**config.mk**
```make
export PLATFORM = sky130hd
export DESIGN_NAME = mabs_top
export DESIGN_NICKNAME = d
export VERILOG_FILES = /design/src/core/mabs_pkg.sv /design/src/core/mabs_top.sv
export VERILOG_INCLUDE_DIRS = /design/src /design/src/core
export SDC_FILE = /design/constraint.sdc
export NUM_CORES = 1
export LEC_CHECK = 0
export BUFFER_PORTS_ARGS = -buffer_cell sky130_fd_sc_hd__buf_2
export CAP_MARGIN = 30
export CORE_MARGIN = 2
export CORE_UTILIZATION = 56
export DETAILED_ROUTE_END_ITERATION = 10
export PLACE_DENSITY = 0.77
export SYNTH_ARGS = -nofsm -noshare
export SYNTH_HDL_FRONTEND = slang
export SYNTH_SLANG_ARGS = --single-unit
```
**constraint.sdc**
```tcl
create_clock -name clk -period 5.15 [get_ports clk]
set_input_delay 1.545 -clock clk [delete_from_list [all_inputs] [get_ports clk]]
set_output_delay 1.545 -clock clk [all_outputs]
set_load 0.02 [all_outputs]
```
**src/core/mabs_defines.svh**
```systemverilog
// constants for the auto buffer and status stack block
// assumes a 20 MHz system clock and 16-bit words numbered msb-first
`ifndef MABS_DEFINES_SVH
`define MABS_DEFINES_SVH
// control block word offsets of the four pointer words
`define MABS_OFF_IBP 16'h0004
`define MABS_OFF_OBP 16'h0005
`define MABS_OFF_LIB 16'h0006
`define MABS_OFF_LOB 16'h0007
// status word bit positions, msb-first bit n sits at index 15-n
`define MABS_ST_RTI 15
`define MABS_ST_OVF 14
`define MABS_ST_IN 13
`define MABS_ST_OUT 12
`define MABS_ST_ID_HI 11
`define MABS_ST_ID_LO 5
// status word reset value
`define MABS_STATUS_RST 16'h0000
// queue capacity and data buffer depth
`define MABS_QDEPTH 40
`define MABS_FIFO_DEPTH 32
// real-time tick period
`define MABS_CLK_NS 50
`define MABS_TICK_MS 10
`define MABS_TICK_CYCLES ((`MABS_TICK_MS * 1000000) / `MABS_CLK_NS)
`endif

```
**src/core/mabs_pkg.sv**
```systemverilog
// types shared by the auto buffer and status stack block
// assumes nothing beyond the defines header
package mabs_pkg;
    // control block size select: 32, 16 or 8 words per port
    typedef enum logic [1:0] {
        MABS_BLK_32 = 2'h0,
        MABS_BLK_16 = 2'h1,
        MABS_BLK_8 = 2'h2
    } mabs_blk_t;
    // engine states, gray coded along the service path
    typedef enum logic [2:0] {
        MABS_IDLE = 3'h0,
        MABS_RD_PTR = 3'h1,
        MABS_RD_END = 3'h3,
        MABS_WR_PTR = 3'h2,
        MABS_XFER = 3'h6,
        MABS_FINISH = 3'h7
    } mabs_state_t;
endpackage

```
**src/core/mabs_top.sv**
```systemverilog
// auto input/output byte buffering engine and interrupt status stack
// assumes memory answers each access with a one-cycle mem_ack, host pulses are one cycle
//
// Overview of operation
// - pointers used only for auto mode ports
// - bump input pointer before storing each byte
// - pointer upper 15 bits word, bit 15 half
// - selector 0 upper half, 1 lower half
// - pointer past end: first byte ends buffer
// - byte stored at end address raises input-done
// - bump output pointer, then fetch selected half
// - output pointer marks last byte sent
// - byte fetched at end raises output-done
// - end below pointer plus one: one byte
// - status queue holds forty entries
// - start pulse removes oldest queue entry
// - entries remain: done stays, interrupt again
// - empty queue reads zeros in bits 2-3
// - enabled clock ticks every 10 ms, bit 0
// - status read clears real-time bit 0
// - tick may share word with port events
// - bit 1 flags queue overflow past forty
// - bits 2/3 input/output done, 11-15 zero
// - port identity from control word address bits
// - pop to empty clears the done flag unless real-time bit 0 stays set
// - start after overflow empties whole queue
`timescale 1ns/1ps
`include "mabs_defines.svh"

// data buffer with registered ready toward the source
module mabs_fifo #(
    parameter int WIDTH = 16,
    parameter int DEPTH = `MABS_FIFO_DEPTH
) (
    input wire logic clk,
    input wire logic rst,
    input wire logic in_valid,
    output logic in_ready_q,
    input wire logic [WIDTH-1:0] in_data,
    output logic out_valid,
    input wire logic out_ready,
    output logic [WIDTH-1:0] out_data
);
    localparam int AW = (DEPTH > 1) ? $clog2(DEPTH) : 1;
    localparam int CW = $clog2(DEPTH + 1);
    logic [WIDTH-1:0] mem [DEPTH];
    logic [AW-1:0] wr_q, rd_q;
    logic [CW-1:0] cnt_q;
    logic [CW-1:0] cnt_d;
    wire push = in_valid & in_ready_q;
    wire pop = out_valid & out_ready;

    // occupancy and read side
    assign out_valid = (cnt_q != '0);
    assign out_data = mem[rd_q];
    assign cnt_d = cnt_q + CW'(push) - CW'(pop);

    // pointer advance with wrap at the configured depth
    function automatic logic [AW-1:0] nxt(input logic [AW-1:0] p);
        nxt = (p == AW'(DEPTH - 1)) ? '0 : p + AW'(1);
    endfunction

    // storage
    always_ff @(posedge clk) begin
        if (push) begin
            mem[wr_q] <= in_data;
        end
    end

    // pointers, count and ready
    always_ff @(posedge clk) begin
        if (rst) begin
            wr_q <= '0;
            rd_q <= '0;
            cnt_q <= '0;
            in_ready_q <= 1'b0;
        end else begin
            if (push) wr_q <= nxt(wr_q);
            if (pop) rd_q <= nxt(rd_q);
            cnt_q <= cnt_d;
            in_ready_q <= (cnt_d < CW'(DEPTH));
        end
    end
endmodule

module mabs_top #(
    parameter int TICK_CYCLES = `MABS_TICK_CYCLES,
    parameter int QDEPTH = `MABS_QDEPTH,
    parameter int FIFO_DEPTH = `MABS_FIFO_DEPTH
) (
    input wire logic clk,
    input wire logic rst,
    input wire logic [15:0] pcb_base,
    input wire mabs_pkg::mabs_blk_t block_size,
    input wire logic rtc_enable,
    input wire logic host_status_read,
    input wire logic host_start,
    output logic [15:0] status_word_q,
    output logic done_q,
    output logic irq_req_q,
    input wire logic rx_valid,
    output logic rx_ready_q,
    input wire logic [6:0] rx_port,
    input wire logic [7:0] rx_byte,
    input wire logic rx_auto,
    input wire logic tx_req,
    input wire logic [6:0] tx_port,
    input wire logic tx_auto,
    output logic tx_ready_q,
    output logic tx_valid_q,
    output logic [7:0] tx_byte_q,
    output logic [6:0] tx_port_q,
    output logic mem_req_q,
    output logic mem_we_q,
    output logic [14:0] mem_addr_q,
    output logic [1:0] mem_be_q,
    output logic [15:0] mem_wdata_q,
    input wire logic mem_ack,
    input wire logic [15:0] mem_rdata
);
    import mabs_pkg::*;

    localparam int QAW = $clog2(QDEPTH);
    localparam int QCW = $clog2(QDEPTH + 1);

    // control word address of a port: base plus port times block size plus offset
    function automatic logic [15:0] cw_addr(input logic [15:0] base, input mabs_blk_t sz,
                                            input logic [6:0] port, input logic [15:0] off);
        logic [15:0] p;
        p = {9'h000, port};
        case (sz)
            MABS_BLK_16: cw_addr = base + (p << 4) + off;
            MABS_BLK_8: cw_addr = base + (p << 3) + off;
            default: cw_addr = base + (p << 5) + off;
        endcase
    endfunction

    // port identity taken back out of a control word address
    function automatic logic [6:0] cw_id(input logic [15:0] a, input mabs_blk_t sz);
        case (sz)
            MABS_BLK_16: cw_id = a[10:4];
            MABS_BLK_8: cw_id = a[9:3];
            default: cw_id = a[11:5];
        endcase
    endfunction

    // receive data buffer
    logic fifo_valid;
    logic fifo_pop;
    logic [15:0] fifo_data;
    mabs_fifo #(.WIDTH(16), .DEPTH(FIFO_DEPTH)) u_rx_fifo (
        .clk(clk),
        .rst(rst),
        .in_valid(rx_valid),
        .in_ready_q(rx_ready_q),
        .in_data({rx_auto, rx_port, rx_byte}),
        .out_valid(fifo_valid),
        .out_ready(fifo_pop),
        .out_data(fifo_data)
    );

    // engine registers
    mabs_state_t state_q, state_d;
    logic is_tx_q;
    logic [6:0] port_q;
    logic [7:0] byte_q;
    logic [15:0] ptr_q, end_q;
    logic [15:0] ptr_d;
    logic fin_q;
    logic tx_pend_q;
    logic [6:0] tx_pend_port_q;

    // transmit request latch, requests on non-auto ports are ignored
    wire tx_take = tx_req & tx_ready_q & tx_auto;
    wire start_tx = (state_q == MABS_IDLE) & tx_pend_q;
    wire start_rx = (state_q == MABS_IDLE) & ~tx_pend_q & fifo_valid;
    wire rx_is_auto = fifo_data[15];
    assign fifo_pop = start_rx;

    // service sequence: read pointer, read end, write bumped pointer, move byte
    wire ack = mem_req_q & mem_ack;
    wire [15:0] ptr_inc = ptr_q + 16'h0001;
    // end reached, or pointer already at or past end on the first byte
    wire fin_now = (ptr_inc == end_q) | (ptr_q >= end_q);
    always_comb begin
        state_d = state_q;
        ptr_d = ptr_q;
        case (state_q)
            MABS_IDLE: begin
                if (start_tx) state_d = MABS_RD_PTR;
                else if (start_rx && rx_is_auto) state_d = MABS_RD_PTR;
            end
            MABS_RD_PTR: begin
                if (ack) begin
                    state_d = MABS_RD_END;
                    ptr_d = mem_rdata;
                end
            end
            MABS_RD_END: begin
                if (ack) state_d = MABS_WR_PTR;
            end
            MABS_WR_PTR: begin
                if (ack) begin
                    state_d = MABS_XFER;
                    ptr_d = ptr_inc;
                end
            end
            MABS_XFER: begin
                if (ack) state_d = MABS_FINISH;
            end
            MABS_FINISH: state_d = MABS_IDLE;
            default: state_d = MABS_IDLE;
        endcase
    end

    // next port and direction as seen by the address decode
    wire nx_tx = (state_q == MABS_IDLE) ? start_tx : is_tx_q;
    wire [6:0] nx_port = (state_q == MABS_IDLE) ?
                         (start_tx ? tx_pend_port_q : fifo_data[14:8]) : port_q;
    wire [7:0] nx_byte = (state_q == MABS_IDLE) ? fifo_data[7:0] : byte_q;
    wire [15:0] off_ptr = nx_tx ? `MABS_OFF_OBP : `MABS_OFF_IBP;
    wire [15:0] off_end = nx_tx ? `MABS_OFF_LOB : `MABS_OFF_LIB;

    // memory request decode for the state being entered
    wire nx_mem = (state_d == MABS_RD_PTR) | (state_d == MABS_RD_END) |
                  (state_d == MABS_WR_PTR) | (state_d == MABS_XFER);
    wire [15:0] a_ptr = cw_addr(pcb_base, block_size, nx_port, off_ptr);
    wire [15:0] a_end = cw_addr(pcb_base, block_size, nx_port, off_end);
    // upper 15 bits select the word, bit 15 (lsb) the half
    wire [14:0] a_data = ptr_d[15:1];
    wire sel_lo = ptr_d[0];
    wire [14:0] addr_d = (state_d == MABS_RD_PTR) ? a_ptr[14:0] :
                         (state_d == MABS_RD_END) ? a_end[14:0] :
                         (state_d == MABS_WR_PTR) ? a_ptr[14:0] : a_data;
    wire we_d = (state_d == MABS_WR_PTR) | ((state_d == MABS_XFER) & ~nx_tx);
    // selector 0 is the upper (left) byte, 1 the lower (right) byte
    wire [1:0] be_d = ((state_d == MABS_XFER) && !nx_tx) ?
                      (sel_lo ? 2'h1 : 2'h2) : 2'h3;
    // reads drive zero so the write data holds still while a fetch waits
    wire [15:0] wdata_d = (state_d == MABS_WR_PTR) ? ptr_inc :
                          (we_d ? {nx_byte, nx_byte} : 16'h0000);
    wire [7:0] tx_pick = ptr_q[0] ? mem_rdata[7:0] : mem_rdata[15:8];

    // engine state and captured words
    always_ff @(posedge clk) begin
        if (rst) begin
            state_q <= MABS_IDLE;
            is_tx_q <= 1'b0;
            port_q <= 7'h00;
            byte_q <= 8'h00;
            ptr_q <= 16'h0000;
            end_q <= 16'h0000;
            fin_q <= 1'b0;
        end else begin
            state_q <= state_d;
            ptr_q <= ptr_d;
            if (state_q == MABS_IDLE) begin
                is_tx_q <= nx_tx;
                port_q <= nx_port;
                byte_q <= nx_byte;
            end
            if (state_q == MABS_RD_END && ack) end_q <= mem_rdata;
            if (state_q == MABS_WR_PTR && ack) fin_q <= fin_now;
        end
    end

    // memory port registers
    always_ff @(posedge clk) begin
        if (rst) begin
            mem_req_q <= 1'b0;
            mem_we_q <= 1'b0;
            mem_addr_q <= 15'h0000;
            mem_be_q <= 2'h0;
            mem_wdata_q <= 16'h0000;
        end else begin
            mem_req_q <= nx_mem;
            mem_we_q <= nx_mem & we_d;
            mem_addr_q <= addr_d;
            mem_be_q <= be_d;
            mem_wdata_q <= wdata_d;
        end
    end

    // transmit side: pending request and byte out
    always_ff @(posedge clk) begin
        if (rst) begin
            tx_pend_q <= 1'b0;
            tx_pend_port_q <= 7'h00;
            tx_ready_q <= 1'b0;
            tx_valid_q <= 1'b0;
            tx_byte_q <= 8'h00;
            tx_port_q <= 7'h00;
        end else begin
            if (tx_take) begin
                tx_pend_q <= 1'b1;
                tx_pend_port_q <= tx_port;
            end else if (start_tx) begin
                tx_pend_q <= 1'b0;
            end
            tx_ready_q <= ~(tx_pend_q | tx_take) & ~(is_tx_q & (state_q != MABS_IDLE));
            tx_valid_q <= is_tx_q & (state_q == MABS_XFER) & ack;
            if (is_tx_q && state_q == MABS_XFER && ack) begin
                tx_byte_q <= tx_pick;
                tx_port_q <= port_q;
            end
        end
    end

    // status queue: entries are {input done, output done, port identity}
    logic [8:0] q_mem [QDEPTH];
    logic [QAW-1:0] q_wr_q, q_rd_q;
    logic [QCW-1:0] q_cnt_q;
    logic ovf_q, rti_q;
    logic [31:0] tick_cnt_q;
    wire [15:0] fin_addr = cw_addr(pcb_base, block_size, port_q, 16'h0000);
    wire ev_push = (state_q == MABS_FINISH) & fin_q;
    wire [8:0] ev_word = {~is_tx_q, is_tx_q, cw_id(fin_addr, block_size)};
    wire q_full = (q_cnt_q == QCW'(QDEPTH));
    wire q_empty = (q_cnt_q == '0);
    // a start after overflow flushes everything, else removes the oldest entry
    wire q_flush = host_start & ovf_q;
    wire q_pop = host_start & ~ovf_q & ~q_empty;
    wire q_push = ev_push & (~q_full | q_pop) & ~ovf_q;
    wire ovf_set = ev_push & q_full & ~q_pop & ~ovf_q;
    wire tick = rtc_enable & (tick_cnt_q == 32'(TICK_CYCLES - 1));

    // queue pointer step with wrap
    function automatic logic [QAW-1:0] qnxt(input logic [QAW-1:0] p);
        qnxt = (p == QAW'(QDEPTH - 1)) ? '0 : p + QAW'(1);
    endfunction

    // next counts after this cycle's push, pop and flush
    wire [QAW-1:0] q_rd_d = q_flush ? q_wr_q : (q_pop ? qnxt(q_rd_q) : q_rd_q);
    wire [QCW-1:0] q_cnt_base = q_flush ? '0 : (q_cnt_q - QCW'(q_pop));
    wire [QCW-1:0] q_cnt_d = q_cnt_base + QCW'(q_push | (ev_push & q_flush));
    wire ovf_d = ovf_set | (ovf_q & ~q_flush);
    // a tick arriving with the read sets the bit again
    wire rti_d = tick | (rti_q & ~host_status_read);
    wire done_d = rti_d | ovf_d | (q_cnt_d != '0);

    // status word as presented to a read; empty queue gives zero event bits
    wire [8:0] head = q_mem[q_rd_q];
    wire [15:0] st_now = {rti_q, ovf_q, head[8] & ~q_empty, head[7] & ~q_empty,
                          head[6:0], 5'h00};

    // queue storage, a push during a flush lands at the new head
    always_ff @(posedge clk) begin
        if (q_push || (ev_push && q_flush)) begin
            q_mem[q_wr_q] <= ev_word;
        end
    end

    // queue pointers, flags and tick counter
    always_ff @(posedge clk) begin
        if (rst) begin
            q_wr_q <= '0;
            q_rd_q <= '0;
            q_cnt_q <= '0;
            ovf_q <= 1'b0;
            rti_q <= 1'b0;
            tick_cnt_q <= 32'h00000000;
        end else begin
            if (q_push || (ev_push && q_flush)) q_wr_q <= qnxt(q_wr_q);
            q_rd_q <= q_rd_d;
            q_cnt_q <= q_cnt_d;
            ovf_q <= ovf_d;
            rti_q <= rti_d;
            if (!rtc_enable || tick) tick_cnt_q <= 32'h00000000;
            else tick_cnt_q <= tick_cnt_q + 32'h00000001;
        end
    end

    // host facing outputs
    always_ff @(posedge clk) begin
        if (rst) begin
            status_word_q <= `MABS_STATUS_RST;
            done_q <= 1'b0;
            irq_req_q <= 1'b0;
        end else begin
            if (host_status_read) status_word_q <= st_now;
            done_q <= done_d;
            irq_req_q <= tick | q_push | ovf_set | (host_start & done_d);
        end
    end
endmodule

```
# ---- Word level (Yosys, flattened, before mapping)
# Memory sizes are Yosys's and may differ from the RTL's. A register that Yosys moved wholly into a read port is not among the register bits.
# Index checks and enable logic that the tools add are counted.
dict set report totals {
  ff_bits 194
  ramBits 872
  output_inout_bits 71
  word_cells 195
  memories 2
}
# name depth width rd rd_ports_with_merged_regs write_ports line
set mem_list {}
lappend mem_list {u_rx_fifo.mem 32 16 1 1 1 mabs_top.sv:46} ;# logic [WIDTH-1:0] mem [DEPTH];
lappend mem_list {q_mem 40 9 1 1 1 mabs_top.sv:310} ;# logic [8:0] q_mem [QDEPTH];
dict set report classes {
  n_addsub 22
  magnitude_cmp 2
  n_eq_ne 18
  n_mux 45
  n_bitwise 56
  n_reduce_logical 19
}
# operator count
set ops {}
lappend ops {{15-bit by 3-bit adder with 15-bit output} 6}
lappend ops {{16-bit 2-to-1 mux} 4}
lappend ops {{15-bit one-hot mux with 2 select lines} 2}
lappend ops {{15-bit 2-to-1 mux} 3}
lappend ops {{6-bit 2-to-1 mux} 7}
lappend ops {{32-bit by 1-bit adder with 32-bit output (second input constant)} 1}
lappend ops {{32-bit by 18-bit == test with 1-bit output (second input constant)} 1}
lappend ops {{16-bit one-hot mux with 2 select lines} 1}
lappend ops {{1-bit bitwise AND} 30}
lappend ops {{12-bit one-hot mux with 2 select lines} 1}
lappend ops {{5-bit 2-to-1 mux} 4}
lappend ops {{6-bit == test (second input constant)} 3}
lappend ops {{3-bit 2-to-1 mux} 6}
lappend ops {{16-bit by 1-bit adder with 16-bit output (second input constant)} 1}
lappend ops {{16-bit == test} 1}
lappend ops {{16-bit >= comparator} 1}
lappend ops {{8-bit 2-to-1 mux} 2}
lappend ops {{15-bit by 10-bit adder with 15-bit output} 1}
lappend ops {{15-bit by 11-bit adder with 15-bit output} 1}
lappend ops {{15-bit by 12-bit adder with 15-bit output} 1}
lappend ops {{1-bit OR} 15}
lappend ops {{3-bit one-hot mux with 5 select lines} 1}
lappend ops {{7-bit 2-to-1 mux} 2}
lappend ops {{7-bit one-hot mux with 2 select lines} 1}
lappend ops {{26 further kinds} 66}

# ---- Depth between registers and ports, before layout
dict set report depth {
  depth_word 12
  ltp_mapped 22
  depth_no_buf 18
}

# ---- Hierarchy
# A second synthesis with hierarchy kept.
dict set report unflattened {
  cells_unflattened 3066
  hier_area_um2 45904.0
}
# mod instances cells_per_inst area_each_um2 seq_area_each_um2
set modules_own_cells {}
lappend modules_own_cells {mabs_top 1 1981 25099.1 14473.9}
lappend modules_own_cells {mabs_fifo 1 1085 20805.0 15815.2}

# ---- Least setup slack after synthesis
# Ideal clock, no wire load.
dict set report synth_timing {
  path_type {flip-flop to flip-flop}
  startpoint {register with a tool-made name}
  endpoint {register mem_addr_q[14]}
  setup_ns 0.132
  arrival_time_ns 5.474
  t_required_ns 5.018
  path_slack_ns -0.456
  stages_incl_launch_ff 22
  period_less_slack_ns 5.606
  cell_sequence {dfxtp_1 buf_2 buf_2 buf_2 buf_2 mux4_2 mux4_2 mux2i_1 o21ai_0 nand2_1 nand2_1 ha_1 fa_1 a211oi_1 nor2_1 xor2_1 a311oi_1 a2111oi_4 nand4_2 or4_1 a32oi_1 a21oi_1}
}
# element line
set synth_rtl {}
lappend synth_rtl {{end signal, assigned} mabs_top.sv:278} ;# mem_addr_q <= addr_d;
lappend synth_rtl {{end, declared} mabs_top.sv:115} ;# output logic [14:0] mem_addr_q,

==> results.txt <==
----------------------------------------------------
[Status]
  Run status ... finished, violations left
  Failing checks ... negative setup slack

[Yosys]
  Sequential-to-total area share from yosys stat ... 0.666
  Synthesized area per cell ... 15.7 sq um
  Synth cell types ... 82
  Number of flops mapped to enable cells by yosys ... 872
  Post-synthesis register bit count ... ~1100
  Top FF cell, synth ... sky130_fd_sc_hd__edfxtp_1
  Netlist area before placement ... 45500 sq um
  Instance count of the mapped netlist ... roughly 2900
  Count of synthesis-stage warnings from yosys ... 0
  Async SR Flop Fraction ... 0

[Pwr]
  Lkg Pwr ... 17.3 nW
  Cell-internal power ... 17.8 mW
  Power density over the cells ... 485 nW/um^2
  Proportion of total power due to net switching ... 0.295
  Switching power of the nets ... 7.45 mW
  Clock group share of total power ... 0.307
  Portion of total power attributed to combinational logic ... 0.289
  Part of the total power dissipated in sequential elements ... 0.404
  IR Drop Worst-Case VDD ... 0.360 mV

[Placement]
  Last weighted congestion value of the routability-driven placer ... 0.910
  HPWL after detailed placement ... 70.8 mm
  Placement Setup Slack ... -0.313 ns
  # port buffers ... 130

[STA]
  Setup slack of the critical path after layout ... -0.0370 ns
  Crit path time final ... 5.19 ns
  Headroom to the max-slew limit ... 0.348
  Tightest Pin Transition ... 0.974 ns
  Setup TNS after final layout ... -0.0370 ns
  Count of endpoints failing setup in the final report ... 1
  Final hold violation count ... 0
  RSZ-0062 raised after global routing ... yes
  Fin. max-slew vios ... 0
  Setup clock skew after layout ... 0.0330 ns
  Period utilisation layout ... 1.01
  Hold WS ... roughly 0.46 ns
  Maximum clock frequency ... just under 200 MHz

[Setup path]
  Class of the most critical setup path ... reg -> reg
  Count of cells along the worst register-to-register path ... 20
  Setup slack of the most critical reg-to-reg path ... -0.04 ns
  Type of origin of the critical path ... flip-flop
  Largest driver fanout on the critical path ... 7
  Required time of the critical path ... between 5 and 6 ns
  Setup crit end kind ... flip-flop
  Crit path DAT ... approximately 5.7 ns
  Crit Reg-Reg Endpoint ... mem_addr_q[14]$_SDFF_PP0_

[Final layout]
  Post-layout nets ... roughly 3300
  Area occupied by multi-input gates ... 14600 sq um
  Most common library cell in the layout ignoring fill and taps ... sky130_fd_sc_hd__edfxtp_1
  Ratio of cells with drive above 1 in the final layout ... 0.245
  Layout fillers ... ~5400
  Area overhead of the layout relative to synthesis ... 14.4%
  Register Area ... 30300 sq um
  Top library cells by usage in the layout, fill and taps aside ... 872 x sky130_fd_sc_hd__edfxtp_1, 265 x sky130_fd_sc_hd__mux4_2, 245 x sky130_fd_sc_hd__nor2_1, 198 x sky130_fd_sc_hd__dfxtp_1, 194 x sky130_fd_sc_hd__nand2_1

[Job]
  Count of max-cap constraint violations ... 0

[Floorplan]
  Vert. Die Dim ... 289 um
  Core region area ... roughly 81000 sq um
  Effective utilization at floorplan ... 0.565
  I/O pins ... 137
  Die extent in x ... 289 um
  Die outline area ... between 80000 and 90000 sq um
  Standard-cell rows ... 104

[Global route]
  Global-route wire length before repair ... 165 mm
  Met3 Usage GRT ... 0.0450
  Total routing usage reported by global routing ... 0.265
  Number of antenna violations at the first check in global routing ... 5
  Routing layer with the top usage in global route ... met2
  Met2 Track Usage GR ... 0.448
  Via count of the first global-routing pass ... between 20000 and 30000
  Global-route track usage on met1 ... 0.345
  Maximum number of pins on one net before global-route repair ... 80
  Grt ovf ... 0

[Clock network]
  Number of buffers added by the clock tree synthesis step ... 101
  Total number of clock tree sinks ... ~1100
  TritonCTS clock tree ... done
  H-tree levels ... 3
  Insertion delay to the later sink of the worst-skew pair ... between 0.6 and 0.7 ns
  Clk pin slew, worst setup/hold paths ... about 0.06 ns
  Buffer depth of the longest clock path ... 3
  Buffer type at the clock tree root ... sky130_fd_sc_hd__clkbuf_16

[Routing]
  Average via count per standard cell ... 6.26
  Routed len/inst ... 26.1 um
  First-pass iteration count of the detailed router ... 6
  Wire length after detailed routing ... ~110 mm
  Antenna Nets Post-Route ... 0
  Via count ... 26900
  Starting DRC count in detailed routing ... 2939
  Number of design rule violations left after detail routing ... 0

[Min path]
  Startpoint of the most critical hold path ... end_q[13]$_SDFFE_PP0P_
  Instance count along the most critical hold path ... 2
  Hold Crit Class ... reg -> reg
  End of the worst hold path ... end_q[13]$_SDFFE_PP0P_

----------------------------------------------------
-- layer usage --
metal,vias up,wire length (um)
met5,-,36
met4,6,4580
met3,251,9060
met2,1299,56200
met1,13600,42100
li1,11700,-
-- power groups by stage --
| stage | clock network [mW] | logic (mW) | registers [mW] |
|---|---|---|---|
| finish | 7.76 | 7.29 | 10.2 |
| global route | 8.17 | 7.84 | 10.2 |
| CTS | 7.85 | 7.00 | 10.2 |
| detailed placement | 0 | 6.83 | 10.4 |
| global placement | 0 | 6.63 | 10.4 |
| floorplan | 0 | 4.66 | 10.3 |
-- stage by stage --
| stage | cells | utilization | total power [mW] | cell area (sq um) |
|---|---|---|---|---|
| after floorplan | 2894 | - | 15.0 | 45600 |
| after global placement | 4094 | 0.598 | 17.0 | 48200 |
| after detailed placement | 4095 | 0.599 | 17.3 | 48200 |
| after CTS | 4282 | 0.643 | 25.1 | 51800 |
| after global routing | 4292 | 0.646 | 26.3 | 52000 |
| final | 4296 | 0.646 | 25.3 | 52100 |
-- synthesized netlist by cell type (8+ instances only) --
| library cell | number | area [sq um] |
|---|---|---|
| sky130_fd_sc_hd__nand3b_1 | 11 | 82.6 |
| sky130_fd_sc_hd__nand4_1 | 15 | 93.8 |
| sky130_fd_sc_hd__and3_1 | 24 | 150 |
| sky130_fd_sc_hd__nand2b_1 | 28 | 175 |
| sky130_fd_sc_hd__o21ai_0 | 58 | 290 |
| sky130_fd_sc_hd__nor3_1 | 22 | 110 |
| sky130_fd_sc_hd__nor4_1 | 13 | 81.3 |
| sky130_fd_sc_hd__nor2b_1 | 20 | 125 |
| sky130_fd_sc_hd__a211oi_1 | 24 | 180 |
| sky130_fd_sc_hd__dfxtp_1 | 205 | 4100 |
| sky130_fd_sc_hd__mux2i_1 | 48 | 480 |
| sky130_fd_sc_hd__nor2_1 | 247 | 927 |
| sky130_fd_sc_hd__o211ai_1 | 8 | 60.1 |
| sky130_fd_sc_hd__a21oi_1 | 161 | 806 |
| sky130_fd_sc_hd__ha_1 | 85 | 1060 |
| sky130_fd_sc_hd__clkbuf_1 | 99 | 372 |
| sky130_fd_sc_hd__a22oi_1 | 27 | 203 |
| sky130_fd_sc_hd__mux4_2 | 265 | 5970 |
| sky130_fd_sc_hd__edfxtp_1 | 872 | 26200 |
| sky130_fd_sc_hd__nand2_1 | 197 | 739 |
| sky130_fd_sc_hd__and2_1 | 14 | 87.6 |
| sky130_fd_sc_hd__a31oi_1 | 10 | 62.6 |
| sky130_fd_sc_hd__a21o_1 | 19 | 143 |
| sky130_fd_sc_hd__o21bai_1 | 9 | 67.6 |
| sky130_fd_sc_hd__xor2_1 | 49 | 429 |
| sky130_fd_sc_hd__xnor2_1 | 75 | 657 |
| sky130_fd_sc_hd__buf_1 | 23 | 86.3 |
| sky130_fd_sc_hd__nand3_1 | 43 | 215 |
| sky130_fd_sc_hd__a221oi_1 | 10 | 87.6 |
| sky130_fd_sc_hd__or3_1 | 14 | 87.6 |
| sky130_fd_sc_hd__inv_1 | 68 | 255 |
| sky130_fd_sc_hd__buf_2 | 21 | 105 |
-- sequential cells by signal, indices dropped and copies added (netlist names), 7 cells and up, named ones only --
name	cells
u_rx_fifo.mem	512
q_mem	360
tick_cnt_q	32
end_q	16
mem_wdata_q	16
ptr_q	16
mem_addr_q	15
status_word_q	11
byte_q	8
tx_byte_q	8
port_q	7
tx_pend_port_q	7
tx_port_q	7
-- worst max-delay path by stage --
stage | startpoint | to | slack, ns | cells past startpoint
3_3_place_gp | flip-flop | mem_addr_q[13]$_SDFF_PP0_ | -0.24 | 20
6_report | flip-flop | mem_addr_q[14]$_SDFF_PP0_ | -0.04 | 20
3_5_place_dp | flip-flop | mem_addr_q[14]$_SDFF_PP0_ | -0.31 | 18
2_1_floorplan | flip-flop | mem_addr_q[14]$_SDFF_PP0_ | 0.001 | 21
4_1_cts | flip-flop | mem_addr_q[14]$_SDFF_PP0_ | 0.006 | 19
5_1_grt | flip-flop | mem_addr_q[14]$_SDFF_PP0_ | -0.18 | 20
-- area by class of cell --
type | count | area share
antenna | 4 | 0.000192
clock buffer | 131 | 0.0542
clock inverter | 53 | 0.0128
inverter | 70 | 0.00505
multi-input combinational | 1598 | 0.280
sequential | 1077 | 0.582
tap | 1060 | 0.0255
timing repair buffer | 303 | 0.0405
-- kinds of logic (layout without fill, tap and decap cells) --
logic type / Yosys count / count (layout) / synth area share
AOI/OAI and AO/OA: 380 / 380 / 0.0532
xor gates and xnor gates: 124 / 124 / 0.0239
adders and majority gates: 92 / 92 / 0.0264
buffers and inverters: 219 / 557 / 0.0191
DFF: 1077 / 1077 / 0.666
muxes: 315 / 315 / 0.142
other: 1 / 9 / 0.0000824
and+or+nand+nor: 682 / 682 / 0.0695
-- timing repair --
| action | in CTS | in global routing |
|---|---|---|
| setup buffers | 3 | 9 |
| cloned | 0 | 1 |
| endpoints found under the setup margin | 8 | 6 |
| pin swaps | 1 | 22 |
| gates resized for setup | 13 | 33 |
| hold buffers | 0 | 0 |
-- critical path, stage by stage (launching register included) --
cell                        delay, ns
sky130_fd_sc_hd__dfxtp_4         0.38
sky130_fd_sc_hd__buf_12          0.15
sky130_fd_sc_hd__buf_8           0.13
sky130_fd_sc_hd__mux4_2          0.50
sky130_fd_sc_hd__mux4_2          0.54
sky130_fd_sc_hd__mux2i_2         0.24
sky130_fd_sc_hd__nor2_1          0.09
sky130_fd_sc_hd__a21oi_1         0.12
sky130_fd_sc_hd__nor2_1          0.07
sky130_fd_sc_hd__a21oi_2         0.19
sky130_fd_sc_hd__inv_2           0.13
sky130_fd_sc_hd__fa_2            0.38
sky130_fd_sc_hd__a211oi_2        0.20
sky130_fd_sc_hd__o21ai_1         0.13
sky130_fd_sc_hd__xor2_1          0.21
sky130_fd_sc_hd__a32oi_2         0.11
sky130_fd_sc_hd__a2111oi_4       0.45
sky130_fd_sc_hd__nand4_2         0.18
sky130_fd_sc_hd__or4_1           0.49
sky130_fd_sc_hd__a32oi_1         0.22
sky130_fd_sc_hd__a21oi_1         0.09
No activity file was read; power rests on OpenSTA's default activity.
